**src/seq_status_pkg.sv**
```systemverilog
// Purpose: Shared constants and types for the target sequence status block
// Assumes: One 125 MHz clock, asynchronous active-low reset
// Notes:   Interrupt status values are full bytes as reported to the host
`default_nettype none
package seq_status_pkg;

  // ==========================================================
  // Sequence commands
  typedef enum logic [1:0] {
    CMD_SEL_NOATN = 2'b00,
    CMD_SEL_ATN   = 2'b01,
    CMD_RECV      = 2'b10,
    CMD_DISC      = 2'b11
  } seq_cmd_t;

  // ==========================================================
  // Events from the bus sequencer, same clock domain
  typedef struct packed {
    logic       msg_rx;      // Message-out byte received
    logic [7:0] msg_data;    // That byte
    logic       msg_bad;     // Parity error or invalid identify on it
    logic       halt;        // Sequence stops before command phase
    logic       cmd_go;      // Command phase begins
    logic       cdb_done;    // Last command byte received
    logic       cmd_parity;  // Parity error during command phase
    logic       msg_tx;      // Disconnect message byte sent
    logic       bus_free;    // Bus released to free state
  } seq_ev_t;

  // ==========================================================
  // Interrupt status values
  localparam logic [7:0] IST_NONE    = 8'h00;
  localparam logic [7:0] IST_SEL     = 8'h01;
  localparam logic [7:0] IST_SEL_A   = 8'h11;
  localparam logic [7:0] IST_SATN    = 8'h02;
  localparam logic [7:0] IST_SATN_A  = 8'h12;
  localparam logic [7:0] IST_SERV    = 8'h08;
  localparam logic [7:0] IST_SERV_A  = 8'h18;
  localparam logic [7:0] IST_DISC    = 8'h28;

  // ==========================================================
  // Sequence step values and counts
  localparam logic [2:0] STEP_0      = 3'h0;
  localparam logic [2:0] STEP_1      = 3'h1;
  localparam logic [2:0] STEP_2      = 3'h2;
  localparam logic [2:0] STEP_4      = 3'h4;
  localparam logic [2:0] STEP_5      = 3'h5;
  localparam logic [2:0] STEP_6      = 3'h6;
  localparam logic [7:0] NULL_MSG    = 8'h00;
  localparam logic [1:0] LAST_MSG2   = 2'h2;   // Index of third message byte
  localparam logic [1:0] MSG_CNT_RST = 2'h0;

endpackage : seq_status_pkg
`default_nettype wire

```
**src/seq_sync2.sv**
```systemverilog
// Purpose: Two-flop synchroniser for pin levels
// Assumes: Input is a slowly changing level
// Notes:   First stage feeds only the second stage
`timescale 1ns/100ps
`default_nettype none
module seq_sync2 #(
  parameter int WIDTH = 1
) (
  input  wire logic             clk,
  input  wire logic             reset_n,
  input  wire logic [WIDTH-1:0] d,
  output logic      [WIDTH-1:0] q
);
  logic [WIDTH-1:0] meta_q;

  if (WIDTH < 1) begin : g_chk
    $error("seq_sync2 width must be at least one");
  end

  // ==========================================================
  // Two stages
  always_ff @(posedge clk or negedge reset_n) begin
    if (!reset_n) begin
      meta_q <= '0;
      q      <= '0;
    end else begin
      meta_q <= d;
      q      <= meta_q;
    end
  end
endmodule : seq_sync2
`default_nettype wire

```
**src/seq_step_reg.sv**
```systemverilog
// Purpose: Holds the 3-bit sequence step field
// Assumes: Load and clear are one-cycle strobes
// Notes:   Load wins over clear
`timescale 1ns/100ps
`default_nettype none
module seq_step_reg
  import seq_status_pkg::*;
(
  input  wire logic       clk,
  input  wire logic       reset_n,
  input  wire logic       clr,
  input  wire logic       ld,
  input  wire logic [2:0] ld_val,
  output logic      [2:0] q
);
  // ==========================================================
  // Step register
  always_ff @(posedge clk or negedge reset_n) begin
    if (!reset_n) begin
      q <= STEP_0;
    end else if (ld) begin
      q <= ld_val;
    end else if (clr) begin
      q <= STEP_0;
    end
  end
endmodule : seq_step_reg
`default_nettype wire

```
**src/seq_status.sv**
```systemverilog
// Purpose: Tracks target-mode sequences and reports step and status
// Assumes: Events come from same-clock logic; ATN arrives from the pin
// Notes:   Status and step hold until the next sequence start
`timescale 1ns/100ps
`default_nettype none
module seq_status
  import seq_status_pkg::*;
(
  input  wire logic                      clk,
  input  wire logic                      reset_n,
  input  wire logic                      start,
  input  wire seq_status_pkg::seq_cmd_t  seq_cmd,
  input  wire logic                      scsi2_en,
  input  wire logic [7:0]                bus_id,
  input  wire seq_status_pkg::seq_ev_t   ev,
  input  wire logic                      atn_n,
  output logic [2:0]                     seq_step_q,
  output logic [7:0]                     int_status_q,
  output logic                           done_q,
  output logic                           busy_q,
  output logic                           fifo_wr_q,
  output logic [7:0]                     fifo_data_q
);
  import seq_status_pkg::*;

  // ==========================================================
  // States
  typedef enum logic [2:0] {
    ST_IDLE      = 3'b000,
    ST_LOAD_ID   = 3'b001,
    ST_LOAD_NULL = 3'b010,
    ST_WAIT_CMD  = 3'b011,
    ST_MSG       = 3'b100,
    ST_CMD       = 3'b101,
    ST_DISC      = 3'b110,
    ST_FREE      = 3'b111
  } state_t;

  state_t     state_q, state_d;
  seq_cmd_t   cmd_q;
  logic       scsi2_q;
  logic [7:0] bus_id_q;
  logic       atn_s;
  logic       atn_seen_q, atn_seen_d;
  logic [1:0] msg_cnt_q, msg_cnt_d;
  logic       tx_cnt_q, tx_cnt_d;
  logic       step_clr, step_ld;
  logic [2:0] step_val;
  logic       fin;
  logic [7:0] fin_ist;
  logic       fifo_wr_d;
  logic [7:0] fifo_data_d;

  // ==========================================================
  // ATN pin synchroniser, active low on the bus
  seq_sync2 #(.WIDTH(1)) u_atn_sync (
    .clk     (clk),
    .reset_n (reset_n),
    .d       (~atn_n),
    .q       (atn_s)
  );

  // ==========================================================
  // Step field
  seq_step_reg u_step (
    .clk     (clk),
    .reset_n (reset_n),
    .clr     (step_clr),
    .ld      (step_ld),
    .ld_val  (step_val),
    .q       (seq_step_q)
  );

  // ==========================================================
  // Decodes
  wire        go        = (state_q == ST_IDLE) && start;
  wire        in_cmd    = (state_q == ST_CMD);
  wire        atn_now   = atn_seen_q | atn_s;
  wire        sel_scsi2 = (cmd_q == CMD_SEL_ATN) && scsi2_q;
  wire        last_msg  = !scsi2_q || (msg_cnt_q == LAST_MSG2);
  wire [2:0]  cmd_step  = sel_scsi2 ? STEP_5 : STEP_1;
  wire [2:0]  done_step = sel_scsi2 ? STEP_6 : STEP_2;
  wire [2:0]  msg_step  = scsi2_q ? STEP_4 : STEP_0;

  // Command-phase status by sequence and ATN
  wire [7:0]  ist_sel   = atn_now ? IST_SEL_A : IST_SEL;
  wire [7:0]  ist_satn  = atn_now ? IST_SATN_A : IST_SATN;
  wire [7:0]  ist_recv  = atn_now ? IST_SERV_A : IST_SERV;
  wire [7:0]  ist_cmd   = (cmd_q == CMD_SEL_NOATN) ? ist_sel :
                          (cmd_q == CMD_SEL_ATN) ? ist_satn : ist_recv;

  // ATN seen during command phase, held until next start
  assign atn_seen_d = go ? 1'b0 : (atn_seen_q | (in_cmd & atn_s));

  // ==========================================================
  // Sequence control
  always_comb begin
    state_d     = state_q;
    step_clr    = 1'b0;
    step_ld     = 1'b0;
    step_val    = STEP_0;
    fin         = 1'b0;
    fin_ist     = IST_NONE;
    fifo_wr_d   = 1'b0;
    fifo_data_d = bus_id_q;
    msg_cnt_d   = msg_cnt_q;
    tx_cnt_d    = tx_cnt_q;
    unique case (state_q)
      ST_IDLE: begin
        if (start) begin
          step_clr  = 1'b1;
          msg_cnt_d = MSG_CNT_RST;
          tx_cnt_d  = 1'b0;
          unique case (seq_cmd)
            CMD_SEL_NOATN, CMD_SEL_ATN: state_d = ST_LOAD_ID;
            CMD_RECV: begin
              step_ld  = 1'b1;
              step_val = STEP_1;
              state_d  = ST_CMD;
            end
            CMD_DISC: state_d = ST_DISC;
          endcase
        end
      end
      ST_LOAD_ID: begin
        fifo_wr_d = 1'b1;
        state_d   = (cmd_q == CMD_SEL_ATN) ? ST_MSG : ST_LOAD_NULL;
      end
      ST_LOAD_NULL: begin
        fifo_wr_d   = 1'b1;
        fifo_data_d = NULL_MSG;
        state_d     = ST_WAIT_CMD;
      end
      ST_WAIT_CMD: begin
        if (ev.halt) begin
          fin     = 1'b1;
          fin_ist = IST_SEL;
        end else if (ev.cmd_go) begin
          step_ld  = 1'b1;
          step_val = STEP_1;
          state_d  = ST_CMD;
        end
      end
      ST_MSG: begin
        if (ev.msg_rx) begin
          fifo_wr_d   = 1'b1;
          fifo_data_d = ev.msg_data;
          msg_cnt_d   = msg_cnt_q + 2'h1;
          if (ev.msg_bad) begin
            fin     = 1'b1;
            fin_ist = IST_SATN;
          end else if (last_msg && atn_s) begin
            step_ld  = 1'b1;
            step_val = msg_step;
            fin      = 1'b1;
            fin_ist  = IST_SATN_A;
          end else if (last_msg) begin
            step_ld  = 1'b1;
            step_val = cmd_step;
            state_d  = ST_CMD;
          end
        end
      end
      ST_CMD: begin
        if (ev.cmd_parity) begin
          fin     = 1'b1;
          fin_ist = ist_cmd;
        end else if (ev.cdb_done) begin
          step_ld  = 1'b1;
          step_val = done_step;
          fin      = 1'b1;
          fin_ist  = ist_cmd;
        end
      end
      ST_DISC: begin
        if (ev.msg_tx) begin
          tx_cnt_d = 1'b1;
          if (tx_cnt_q) begin
            step_ld  = 1'b1;
            step_val = STEP_1;
          end
          if (atn_s) begin
            fin     = 1'b1;
            fin_ist = IST_SERV_A;
          end else if (tx_cnt_q) begin
            state_d = ST_FREE;
          end
        end
      end
      ST_FREE: begin
        if (ev.bus_free) begin
          step_ld  = 1'b1;
          step_val = STEP_2;
          fin      = 1'b1;
          fin_ist  = IST_DISC;
        end
      end
    endcase
    if (fin) begin
      state_d = ST_IDLE;
    end
  end

  // ==========================================================
  // Sequence registers
  always_ff @(posedge clk or negedge reset_n) begin
    if (!reset_n) begin
      state_q    <= ST_IDLE;
      cmd_q      <= CMD_SEL_NOATN;
      scsi2_q    <= 1'b0;
      bus_id_q   <= 8'h00;
      atn_seen_q <= 1'b0;
      msg_cnt_q  <= MSG_CNT_RST;
      tx_cnt_q   <= 1'b0;
    end else begin
      state_q    <= state_d;
      atn_seen_q <= atn_seen_d;
      msg_cnt_q  <= msg_cnt_d;
      tx_cnt_q   <= tx_cnt_d;
      if (go) begin
        cmd_q    <= seq_cmd;
        scsi2_q  <= scsi2_en;
        bus_id_q <= bus_id;
      end
    end
  end

  // ==========================================================
  // Reported outputs
  always_ff @(posedge clk or negedge reset_n) begin
    if (!reset_n) begin
      int_status_q <= IST_NONE;
      done_q       <= 1'b0;
      busy_q       <= 1'b0;
      fifo_wr_q    <= 1'b0;
      fifo_data_q  <= 8'h00;
    end else begin
      done_q      <= fin;
      busy_q      <= (state_d != ST_IDLE);
      fifo_wr_q   <= fifo_wr_d;
      fifo_data_q <= fifo_data_d;
      if (go) begin
        int_status_q <= IST_NONE;
      end else if (fin) begin
        int_status_q <= fin_ist;
      end
    end
  end

  // ==========================================================
  // Checks
  chk_step_clears: assert property (
    @(posedge clk) disable iff (!reset_n)
    go && (seq_cmd != CMD_RECV) |=> seq_step_q == STEP_0 && int_status_q == IST_NONE)
    else $error("step not cleared at sequence start");

  chk_sel_done: assert property (
    @(posedge clk) disable iff (!reset_n)
    in_cmd && cmd_q == CMD_SEL_NOATN && !ev.cmd_parity && ev.cdb_done && !atn_now
    |=> done_q && seq_step_q == STEP_2 && int_status_q == IST_SEL)
    else $error("select without ATN completion wrong");

  chk_sel_atn_cmd: assert property (
    @(posedge clk) disable iff (!reset_n)
    in_cmd && cmd_q == CMD_SEL_NOATN && !ev.cmd_parity && ev.cdb_done && atn_now
    |=> seq_step_q == STEP_2 && int_status_q == IST_SEL_A)
    else $error("select completion with ATN wrong");

  chk_sel_parity: assert property (
    @(posedge clk) disable iff (!reset_n)
    in_cmd && cmd_q == CMD_SEL_NOATN && ev.cmd_parity && !atn_now
    |=> seq_step_q == STEP_1 && int_status_q == IST_SEL && !busy_q)
    else $error("select parity halt wrong");

  chk_id_null_load: assert property (
    @(posedge clk) disable iff (!reset_n)
    state_q == ST_LOAD_ID && cmd_q == CMD_SEL_NOATN
    |=> fifo_wr_q && fifo_data_q == bus_id_q ##1 fifo_wr_q && fifo_data_q == NULL_MSG)
    else $error("bus id and null message not loaded");

  chk_msg_atn: assert property (
    @(posedge clk) disable iff (!reset_n)
    state_q == ST_MSG && ev.msg_rx && !ev.msg_bad && !scsi2_q && atn_s
    |=> seq_step_q == STEP_0 && int_status_q == IST_SATN_A && done_q)
    else $error("ATN after first message not reported");

  chk_msg_bad: assert property (
    @(posedge clk) disable iff (!reset_n)
    state_q == ST_MSG && msg_cnt_q == MSG_CNT_RST && ev.msg_rx && ev.msg_bad
    |=> seq_step_q == STEP_0 && int_status_q == IST_SATN && fifo_wr_q)
    else $error("bad first message not reported");

  chk_scsi2_done: assert property (
    @(posedge clk) disable iff (!reset_n)
    in_cmd && sel_scsi2 && !ev.cmd_parity && ev.cdb_done && !atn_now
    |=> seq_step_q == STEP_6 && int_status_q == IST_SATN)
    else $error("three-byte selection completion wrong");

  chk_recv_parity: assert property (
    @(posedge clk) disable iff (!reset_n)
    in_cmd && cmd_q == CMD_RECV && ev.cmd_parity && atn_now
    |=> seq_step_q == STEP_1 && $rose(done_q) && int_status_q == IST_SERV_A)
    else $error("receive parity halt with ATN wrong");

  chk_disc_one: assert property (
    @(posedge clk) disable iff (!reset_n)
    state_q == ST_DISC && ev.msg_tx && !tx_cnt_q && atn_s
    |=> seq_step_q == STEP_0 && int_status_q == IST_SERV_A)
    else $error("disconnect halt after one byte wrong");

  chk_disc_free: assert property (
    @(posedge clk) disable iff (!reset_n)
    state_q == ST_FREE && ev.bus_free
    |=> seq_step_q == STEP_2 && int_status_q == IST_DISC ##1 !done_q)
    else $error("disconnect completion wrong");

endmodule : seq_status
`default_nettype wire

```
**config.mk**
```make
export PLATFORM = sky130hd
export DESIGN_NAME = seq_status
export DESIGN_NICKNAME = d
export VERILOG_FILES = /design/src/seq_status_pkg.sv /design/src/seq_sync2.sv /design/src/seq_step_reg.sv /design/src/seq_status.sv
export SDC_FILE = /design/constraint.sdc
export NUM_CORES = 1
export LEC_CHECK = 0
export BUFFER_PORTS_ARGS = -buffer_cell sky130_fd_sc_hd__buf_2
export CELL_PAD_IN_SITES_DETAIL_PLACEMENT = 1
export CELL_PAD_IN_SITES_GLOBAL_PLACEMENT = 1
export CORE_UTILIZATION = 42
export CTS_CLUSTER_DIAMETER = 80
export DETAILED_ROUTE_END_ITERATION = 6
export PLACE_DENSITY = 0.94
export SYNTH_ARGS = -nofsm -noshare
export SYNTH_HDL_FRONTEND = slang
export SYNTH_HIERARCHICAL = 1
export SYNTH_SLANG_ARGS = --single-unit
export TNS_END_PERCENT = 1
```
**constraint.sdc**
```tcl
create_clock -name clk -period 3.6 [get_ports clk]
set_input_delay 0.54 -clock clk [delete_from_list [all_inputs] [get_ports clk]]
set_output_delay 0.54 -clock clk [all_outputs]
set_load 0.1 [all_outputs]
```
## After elaboration in Yosys (flattened, before gate mapping)

Index checks and enable logic that the tools add are counted.

- Memory bits (read-only): 0
- Logic and storage cells: 137
- Memories kept: 0
- Register bits: 42
- RAM bits: 0
- Input bits: 31
- Latch bits: 0

- Eq/ne operators: 15
- Magnitude comparators: 0
- Add/sub/neg operators: 1
- $mul: 0
- Reduce and logical (&&, ||, !) cells: 17
- Bitwise logic cells: 4
- Shifts and indexed selects: 0
- Divide/modulo/power cells: 0
- Mux-type cells: 85

Operators with widths:

| kind | number |
|---|---|
| $mux 3 | 23 |
| $mux 5 | 12 |
| $pmux 3 s6 | 2 |
| $mux 1 | 33 |
| $pmux 6 s5 | 1 |
| $mux 8 | 3 |
| $pmux 8 s2 | 1 |
| $eq 3x3->1 const B | 4 |
| $pmux 3 s3 | 1 |
| $reduce_bool 2->1 | 4 |
| $eq 2x2->1 const B | 3 |
| $eq 3x2->1 const B | 2 |
| $mux 2 | 3 |
| $mux 6 | 1 |
| $ne 2x2->1 const B | 3 |
| $pmux 1 s6 | 1 |
| $reduce_and 3->1 | 2 |
| $pmux 1 s5 | 1 |
| $eq 2x1->1 const B | 2 |
| $logic_not 2->1 | 2 |
| $pmux 1 s2 | 2 |
| $pmux 2 s2 | 1 |
| $reduce_or 2->1 | 2 |
| $eq 3x1->1 const B | 1 |
| 9 further kinds | 12 |

## Longest topological paths before layout

Gate-level depths: netlist of the first run.

- Word-level depth: 9
- Gate-level depth with buffers: 9

## By module

Netlist of the first run, hierarchy kept.

Modules (own cells, without submodules):

| module | area each (µm²) | seq. area each (µm²) | cells each | instances |
|---|---|---|---|---|
| seq_status | 1816.7 | 850.8 | 191 | 1 |
| seq_step_reg | 107.6 | 75.1 | 7 | 1 |
| seq_sync2 | 50.0 | 50.0 | 2 | 1 |

## Worst setup path before layout of the first run

Ideal clock, no wire load.

- Kind: register to register
- From: register state_q[1]
- To: register u_step.q[1]
- Setup slack: 1.941 ns
- Data arrival time: 1.537 ns
- Buffers on the path: 1
- Cell stages (with the launch flop): 10
- Library setup time: 0.123 ns
- Path through: dfrtp_1 buf_6 nor2_2 nand3_4 inv_2 nand2_1 o221a_2 nand2_1 nor2_2 a22o_1

- Word-level cells in the longest chain between the ends: 3
- Elaborated cells between the ends (all ways): 11
- Those cells by class: eq/ne (5); mux (4); reduce/logical (2)

RTL lines:

| element | line | RTL |
|---|---|---|
| start, declared | seq_status.sv:39 | `state_t state_q, state_d;` |
| start signal, assigned | seq_status.sv:216 | `state_q <= state_d;` |
| $eq 3x3->1 (tied with other cells) | seq_status.sv:108 | `unique case (state_q)` |
| $pmux 1 s6 (*) | seq_status.sv:108 |  |
| net step_ld | seq_status.sv:47 | `logic step_clr, step_ld;` |
| $mux 3 / $reduce_bool 2->1 (equally long branches) | - |  |
| end signal, assigned | seq_step_reg.sv:22 | `q <= ld_val;` |
| end, declared | seq_step_reg.sv:14 | `output logic [2:0] q` |

Mark *: on every way through the listed nets, which the timed path passes. The rest lies on a longest branch.
A chain may end at the register's enable or synchronous reset.

## Worst setup path after layout of the first run

Same ends and word-level chain as after synthesis.

==> qor.txt, run 1 <==
====================================================================================
TritonCTS Buffers .....................................................            5
Vias in the first global route ........................................         1714
Synthesis-stage register bit count ....................................           39
Biggest cell delay along the critical path ............................      0.58 ns
H-tree levels .........................................................            2
Sw Share ..............................................................       52.85%
Residual DRC count ....................................................           12
Capturing element type of the critical path ...........................     register
# clock sinks .........................................................           39
Share of flip-flops with an asynchronous set or reset after synthesis .       100.0%
Area growth from synthesis to layout ..................................       18.31%
Synthesized cell area .................................................     1974 um2
Finish-stage setup viols ..............................................            0
Largest area contributor in the synthesized netlist ................... sky130_fd_sc_hd__dfrtp_1
Count of buffers added by post-CTS timing repair for setup ............            0
Clock period minus worst slack ........................................     2.332 ns
Count of mapped cells out of synthesis ................................          200
Ranking of synthesized cells by instance count ........................ sky130_fd_sc_hd__nand2_1 (52), sky130_fd_sc_hd__dfrtp_1 (39), sky130_fd_sc_hd__a22o_1 (12)
Clk pwr share .........................................................        16.4%
Cell variety after synth ..............................................           52
CP Buf/Inv Count ......................................................            1
First-pass GRT wire length ............................................     8.438 mm
Post-place setup slack ................................................     1.305 ns
CTS tree ..............................................................        built
Floorplan row count ...................................................           24
Fraction of layout cells with a size suffix above 1 ...................       29.03%
Register cell area after layout .......................................    975.9 um2
Max Root-Sink Buffers .................................................            2
Number of enable flip-flop cells after synthesis ......................            0
Largest net degree at the start of global routing .....................           40
Fill cells ............................................................          524
Setup WS post-layout ..................................................     1.268 ns
Uppermost layer routed ................................................         met4
Final Routed Wirelength ...............................................     5.129 mm
Depth of the critical timing path with buffers and inverters included .            8
Sum of net half-perimeters after detailed placement ...................     3.677 mm
Net Switching .........................................................      1392 uW
Violations in the final reports .......................................          DRC
Cell with the largest stage delay on the worst path ................... sky130_fd_sc_hd__dfrtp_1
Final-report hold violation count .....................................            0
Top post-synthesis cells by area ...................................... sky130_fd_sc_hd__dfrtp_1 (49%), sky130_fd_sc_hd__nand2_1 (9.9%), sky130_fd_sc_hd__a22o_1 (5.3%)
Achievable frequency ..................................................    428.8 MHz
Mean routed wirelength per cell .......................................     17.10 um
All-Layer GR Usage ....................................................       22.15%
CP startpoint kind ....................................................     register
Clock latency of the later-clocked register in the worst-skew pair ....      0.29 ns
Initial core utilization ..............................................       44.43%
Die area ..............................................................     4979 um2
Number of max-capacitance violations reported .........................            0
Quantity of I/O buffers inserted on ports .............................           49
Area occupied by multi-input gates ....................................    890.9 um2
Crit path kind ........................................................      reg2reg
Period utilization ....................................................       64.79%
Number of nets with antenna violations after routing ..................            0
Most used DFF post-synth .............................................. sky130_fd_sc_hd__dfrtp_1
Fin nets ..............................................................          279
Power Total ...........................................................      2634 uW
Post-Syn Area per Cell ................................................    9.872 um2
Hold_ws ...............................................................    0.3551 ns
Area share of the largest cell type after synthesis ...................       49.43%
Detailed-routing wirelength on met1 ...................................     2.127 mm
Required @ worst endpoint .............................................      3.79 ns
Aggregate negative setup slack ........................................         0 ns
Slew headroom .........................................................       41.59%
Library cell with the highest instance count after synthesis .......... sky130_fd_sc_hd__nand2_1
Unrepaired setup endpoints after global routing .......................        false
Die extent in x .......................................................     70.57 um
Antenna cell count ....................................................            0
Total power density per cell area .....................................  1127 nW/um2
Hold Buf Count CTS ....................................................            0
Clock root buffer ..................................................... sky130_fd_sc_hd__clkbuf_8
Met3 Routed Length ....................................................       282 um
Final Skew ............................................................  0.002426 ns
Via-per-instance ratio ................................................        5.613
Path category of the worst min-delay check ............................     in2async
Combinational Power Share .............................................        53.3%
Total vias in the final route .........................................         1684
Measured slew at the worst slew-check pin .............................    0.8761 ns
Worst VDD drop ........................................................     487.3 uV
Number of synthesis warnings ..........................................            6
Static leakage power ..................................................  0.001193 uW
Sequential element share of the synthesized area ......................       49.43%
Worst endpoint data arrival time ......................................      2.52 ns
CTS clk-pin slew, worst paths .........................................      0.08 ns
Met2 wire length ......................................................     2.652 mm
Series of cell instances along the critical path ...................... nor2_2 > nand3_4 > inv_2 > nand2_1 > o221a_2 > nand2_1 > nor2_2 > a22o_1
Cell Int Power ........................................................      1242 uW
Placeable Area ........................................................     4444 um2
First-pass iteration count of the detailed router .....................            7
Congestion Overflow GR ................................................            0
Worst r2r path cells ..................................................            8
Maximum net fanout on the critical path ...............................           19
Antenna violations before repair ......................................            0
Placer Congestion .....................................................       0.8521
Kind of cell adding the most delay to the critical path ............... simple AND/OR/NAND/NOR gates
Final slew viol count .................................................            0
Result of the run ..................................................... finished, violations left
IO Count ..............................................................           53
1st-iter DRT viols ....................................................          160
Vert. Die Dim .........................................................     70.57 um
Sequential fraction of design power ...................................        30.2%
Count of cells resized by post-cts repair .............................            0
====================================================================================
[state kept, by name, summed over array words and instances, names as in the netlist, 2 cells and up]
signal,count
fifo_data_q,8
bus_id_q,8
state_q,3
msg_cnt_q,2
u_step/q,3
cmd_q,2
int_status_q,5
[layout by cell type, fill, tap and decap left out, drive strengths merged, types with 3 or more instances in the layout]
cell type,netlist,routed
buf,11,49
a21oi,11,11
nor2b,5,5
or2,3,3
clkbuf,0,6
inv,7,7
conb,1,3
a221oi,3,3
o211ai,3,3
dfrtp,39,39
a22o,12,12
nand3,4,4
a21o,4,4
o21ai,6,6
nor2,9,9
nand2,52,52
[per-stage QoR]
step	util [%]	instance area, um2	cells
6_report	52.56	2336	300
2_1_floorplan	-	1982	202
3_3_place_gp	49.58	2203	292
4_1_cts	52.56	2336	300
3_5_place_dp	49.58	2203	292
5_1_grt	52.56	2336	300
[cell families after synthesis]
group / after synthesis / share of synthesized area (%)
simple gates: 88 / 23.38
compound gates: 51 / 19.58
flops: 39 / 49.43
buf+inv: 18 / 5.830
fa+ha+maj: 1 / 0.6336
other cells: 1 / 0.1899
xor+xnor: 1 / 0.4437
mux: 1 / 0.5070
[area by class of cell]
cell class,instances,area share [%]
Sequential cell,39,41.78
Multi-Input combinational cell,145,38.14
Timing Repair Buffer,49,10.50
Clock buffer,6,3.107
Tap cell,52,2.785
Clock inverter,2,2.571
Inverter,7,1.125
[path summary, 6_finish.rpt]
check	start	to	slack [ns]
max	state_q[1]$_DFF_PN0_	u_step/q[1]$_DFFE_PN0P_	1.27
min	reset_n	state_q[0]$_DFF_PN0_	0.36
max reg2reg	state_q[1]$_DFF_PN0_	u_step/q[1]$_DFFE_PN0P_	1.27
min reg2reg	u_atn_sync/meta_q$_DFF_PN0_	u_atn_sync/q$_DFF_PN0_	0.36
max in group asynchronous	reset_n	cmd_q[0]$_DFFE_PN0P_	2.69
min in group clk	u_atn_sync/meta_q$_DFF_PN0_	u_atn_sync/q$_DFF_PN0_	0.36
[layer usage]
metal,track usage [%],up-vias
met1,28.29,829
met3,5.128,7
met5,0,-
li1,-,792
met4,6.444,0
met2,37.97,56
[power by group through the flow]
stage               clock (uW)  combinational [uW]  sequential, uW
global placement             0                1360             790
finish                     432                1410             797
floorplan                    0                 630            1340
CTS                        439                1410             797
detailed placement           0                1400             804
global route               458                1500             827
Power figures use the tool's default switching activity.
==> run 2, diff against run 1 <==
--- a/config.mk
+++ b/config.mk
@@ -5,13 +5,14 @@
 export SDC_FILE = /design/constraint.sdc
 export NUM_CORES = 1
 export LEC_CHECK = 0
+export ABC_AREA = 1
 export BUFFER_PORTS_ARGS = -buffer_cell sky130_fd_sc_hd__buf_2
 export CELL_PAD_IN_SITES_DETAIL_PLACEMENT = 1
 export CELL_PAD_IN_SITES_GLOBAL_PLACEMENT = 1
-export CORE_UTILIZATION = 42
+export CORE_UTILIZATION = 34
 export CTS_CLUSTER_DIAMETER = 80
 export DETAILED_ROUTE_END_ITERATION = 6
-export PLACE_DENSITY = 0.94
+export PLACE_DENSITY = 0.86
 export SYNTH_ARGS = -nofsm -noshare
 export SYNTH_HDL_FRONTEND = slang
 export SYNTH_HIERARCHICAL = 1
==> constraint.sdc (replaced) <==
create_clock -name clk -period 2 [get_ports clk]
set_input_delay 0.3 -clock clk [delete_from_list [all_inputs] [get_ports clk]]
set_output_delay 0.3 -clock clk [all_outputs]
set_load 0.1 [all_outputs]
==> run 2 against run 1 <==
The run now ends clean. Register-to-register slack got worse by 1.1 ns. Clock skew increased by 0.0067 ns. Core utilization down 10 points. Largest cell class unchanged. Via count rose by 1.8%. Critical path type unchanged. Design area is 0.32% higher. Non-clock buffer count up 3. Sequential cell count unchanged. Sequential power up 66%. Combinational power grew 67%. Final cell count is 22% higher. Clock-buffer cell count down 1. Clock power up 53%.
==> qor.txt, run 2 <==
=====================================================================================
Clock period minus worst slack .........................................     1.802 ns   -0.5304 ns
Capturing element type of the critical path ............................     register
Period utilization .....................................................       90.10%   +25 points
Area growth from synthesis to layout ...................................       20.68%
First-pass GRT wire length .............................................     8.266 mm   -2.0%
Die area ...............................................................     6018 um2   +21%
Largest registers ...................................................... bus_id_q: 8 flops, fifo_data_q: 8 flops, int_status_q: 5 flops
Share of flip-flops with an asynchronous set or reset after synthesis ..       100.0%   unchanged
Placer Congestion ......................................................       0.9166   +7.6%
Worst VDD drop .........................................................     581.9 uV   +19%
Required @ worst endpoint ..............................................      2.23 ns   -1.56 ns
Synthesized cell area ..................................................     1942 um2   -1.6%
Post-Syn Area per Cell .................................................    8.024 um2   -19%
Final slew viol count ..................................................            0   unchanged
Sequential element share of the synthesized area .......................       50.26%   +0.83 points
Largest area contributor in the synthesized netlist .................... sky130_fd_sc_hd__dfrtp_1
Count of cells resized by post-cts repair ..............................            0   unchanged
# clock sinks ..........................................................           39   unchanged
Initial core utilization ...............................................       35.26%   -9.2 points
Die extent in x ........................................................     77.58 um   +9.9%
Number of nets with antenna violations after routing ...................            0   unchanged
Most repeated library cell on the critical path ........................ sky130_fd_sc_hd__nand2_1
Largest net degree at the start of global routing ......................           40   unchanged
Cell with the largest stage delay on the worst path .................... sky130_fd_sc_hd__dfrtp_1
Final Skew .............................................................  0.009103 ns   +0.006676 ns
Top post-synthesis cells by area ....................................... sky130_fd_sc_hd__dfrtp_1 (50%), sky130_fd_sc_hd__nand2_1 (13%), sky130_fd_sc_hd__o21ai_0 (7.5%)
Most frequent cells in the layout ...................................... sky130_fd_sc_hd__nand2_1 (69), sky130_fd_sc_hd__buf_2 (49), sky130_fd_sc_hd__dfrtp_1 (39)
Net Switching ..........................................................      2395 uW   +72%
All-Layer GR Usage .....................................................       17.69%   -4.5 points
Path category of the worst min-delay check .............................     in2async
CTS tree ...............................................................        built
Result of the run ...................................................... complete, no violations
First-pass iteration count of the detailed router ......................            4   -3
Fin nets ...............................................................          325   +16%
Mean routed wirelength per cell ........................................     13.29 um   -22%
Cell Int Power .........................................................      1946 uW   +57%
CTS clk-pin slew, worst paths ..........................................      0.08 ns   about the same
Biggest cell delay along the critical path .............................      0.58 ns   about the same
Aggregate negative setup slack .........................................         0 ns   unchanged
Post-place setup slack .................................................    0.3015 ns   -1.003 ns
Synthesis-stage register bit count .....................................           39   unchanged
Clk pwr share ..........................................................        15.2%   -1.2 points
Cell variety after synth ...............................................           28   -46%
Setup WS post-layout ...................................................    0.1981 ns   -1.070 ns
Clock root buffer ...................................................... sky130_fd_sc_hd__clkbuf_8
Series of cell instances along the critical path ....................... inv_2 > nand2_1 > or2_1 > o21ai_0 > nor2_1 > nand3_1 > nor2_2 > nand2_1 > nand2_1
Fill cells .............................................................          696   +33%
Final Routed Wirelength ................................................     4.865 mm   -5.1%
Crit path kind .........................................................      reg2reg
CP Buf/Inv Count .......................................................            1   unchanged
Placeable Area .........................................................     5507 um2   +24%
Sequential fraction of design power ....................................        30.3%   about the same
Sum of net half-perimeters after detailed placement ....................     3.650 mm   -0.72%
Vert. Die Dim ..........................................................     77.58 um   +9.9%
Total vias in the final route ..........................................         1715   +1.8%
Worst endpoint data arrival time .......................................      2.03 ns   -0.49 ns
Fraction of layout cells with a size suffix above 1 ....................       25.85%   -3.2 points
Clock latency of the later-clocked register in the worst-skew pair .....      0.29 ns   about the same
Number of max-capacitance violations reported ..........................            0   unchanged
Area share of the largest cell type after synthesis ....................       50.26%   +0.83 points
Residual DRC count .....................................................            0   -12
Number of synthesis warnings ...........................................            6   unchanged
Via-per-instance ratio .................................................        4.686   -17%
Quantity of I/O buffers inserted on ports ..............................           49   unchanged
Vias in the first global route .........................................         1775   +3.6%
Antenna violations before repair .......................................            0   unchanged
Most frequent standard cell in the layout excluding fill and tap cells . sky130_fd_sc_hd__nand2_1
Finish-stage setup viols ...............................................            0   unchanged
CP startpoint kind .....................................................     register
1st-iter DRT viols .....................................................           59   -63%
Floorplan row count ....................................................           27   +13%
Unrepaired setup endpoints after global routing ........................        false
Sw Share ...............................................................       55.18%   +2.3 points
Kind of cell adding the most delay to the critical path ................ simple AND/OR/NAND/NOR gates
Maximum net fanout on the critical path ................................            9   -10
Max Root-Sink Buffers ..................................................            2   unchanged
H-tree levels ..........................................................            2   unchanged
Count of mapped cells out of synthesis .................................          242   +21%
Ranking of synthesized cells by instance count ......................... sky130_fd_sc_hd__nand2_1 (69), sky130_fd_sc_hd__dfrtp_1 (39), sky130_fd_sc_hd__inv_1 (30)
Library cell with the highest instance count after synthesis ........... sky130_fd_sc_hd__nand2_1
IO Count ...............................................................           53   unchanged
Combinational Power Share ..............................................        54.4%   +1.1 points
Most used DFF post-synth ............................................... sky130_fd_sc_hd__dfrtp_1
Static leakage power ...................................................  0.001282 uW   +7.5%
TritonCTS Buffers ......................................................            5   unchanged
Count of buffers added by post-CTS timing repair for setup .............            0   unchanged
Congestion Overflow GR .................................................            0   unchanged
Achievable frequency ...................................................    555.0 MHz   +29%
Number of enable flip-flop cells after synthesis .......................            0   unchanged
Final-report hold violation count ......................................            0   unchanged
Antenna cell count .....................................................            0   unchanged
Hold Buf Count CTS .....................................................            0   unchanged
Total power density per cell area ......................................  1852 nW/um2   +64%
=====================================================================================
[run 2: worst reg2reg max path: stages (launching register included)]
cell and delay (ns):
sky130_fd_sc_hd__dfrtp_1 0.58, sky130_fd_sc_hd__inv_2 0.11, sky130_fd_sc_hd__nand2_1 0.13, sky130_fd_sc_hd__or2_1 0.15, sky130_fd_sc_hd__o21ai_0 0.09, sky130_fd_sc_hd__nor2_1 0.18
sky130_fd_sc_hd__nand3_1 0.19, sky130_fd_sc_hd__nor2_2 0.19, sky130_fd_sc_hd__nand2_1 0.06, sky130_fd_sc_hd__nand2_1 0.07
[run 2: logic make-up after synthesis]
kind of cell    Yosys count  share of synthesized area [%]
simple gates            117                          27.71
buf+inv                  44                          10.50
compound gates           40                          10.70
flops                    39                          50.26
fa+ha+maj                 1                         0.6442
other cells               1                         0.1931
[run 2: worst paths after layout]
kind | from | to | slack [ns] | depth (start not counted)
min reg2reg | u_atn_sync/meta_q$_DFF_PN0_ | u_atn_sync/q$_DFF_PN0_ | 0.36 | 0
max | state_q[2]$_DFF_PN0_ | u_step/q[0]$_DFFE_PN0P_ | 0.20 | 9
min | reset_n | cmd_q[1]$_DFFE_PN0P_ | 0.05 | 2
max in group asynchronous | reset_n | bus_id_q[2]$_DFFE_PN0P_ | 1.60 | 2
min in group clk | atn_n | u_atn_sync/meta_q$_DFF_PN0_ | 0.15 | 2
max reg2reg | state_q[2]$_DFF_PN0_ | u_step/q[0]$_DFFE_PN0P_ | 0.20 | 9
[run 2: per-layer routing]
layer / GRT usage (%) / part of all wire [%]
met1: 21.77 / 44
met2: 30.27 / 51
met3: 3.529 / 3.1
met4: 6.981 / 1.8
met5: 0 / 0
[run 2: area by class of cell]
type                    count  area (um2)  area share, %
flip-flops and latches     39       975.9          41.64
multi-input cells         161       769.5          32.83
repair buffers             52       267.8          11.43
inverters                  34       127.6          5.446
well taps                  72       90.09          3.844
clock buffers               5       68.82          2.936
clock inverters             3       43.79          1.869
[run 2: power by group through the flow]
| stage | combinational, uW | sequential, uW | clock, uW |
|---|---|---|---|
| 2_1_floorplan | 979 | 2270 | 0 |
| 3_3_place_gp | 2310 | 1310 | 0 |
| 3_5_place_dp | 2370 | 1330 | 0 |
| 4_1_cts | 2380 | 1320 | 675 |
| 5_1_grt | 2540 | 1360 | 703 |
| 6_report | 2360 | 1320 | 661 |
[run 2: per-stage QoR]
| stage | instance area (um2) | hold WS, ns | cells | total power (uW) | util, % |
|---|---|---|---|---|---|
| floorplan | 1949 | 0.004409 | 244 | 3248 | - |
| global placement | 2231 | 0.3374 | 358 | 3618 | 40.51 |
| detailed placement | 2231 | 0.3510 | 358 | 3697 | 40.51 |
| CTS | 2344 | 0.06549 | 366 | 4375 | 42.56 |
| global route | 2344 | 0.09048 | 366 | 4604 | 42.56 |
| finish | 2344 | 0.05344 | 366 | 4341 | 42.56 |
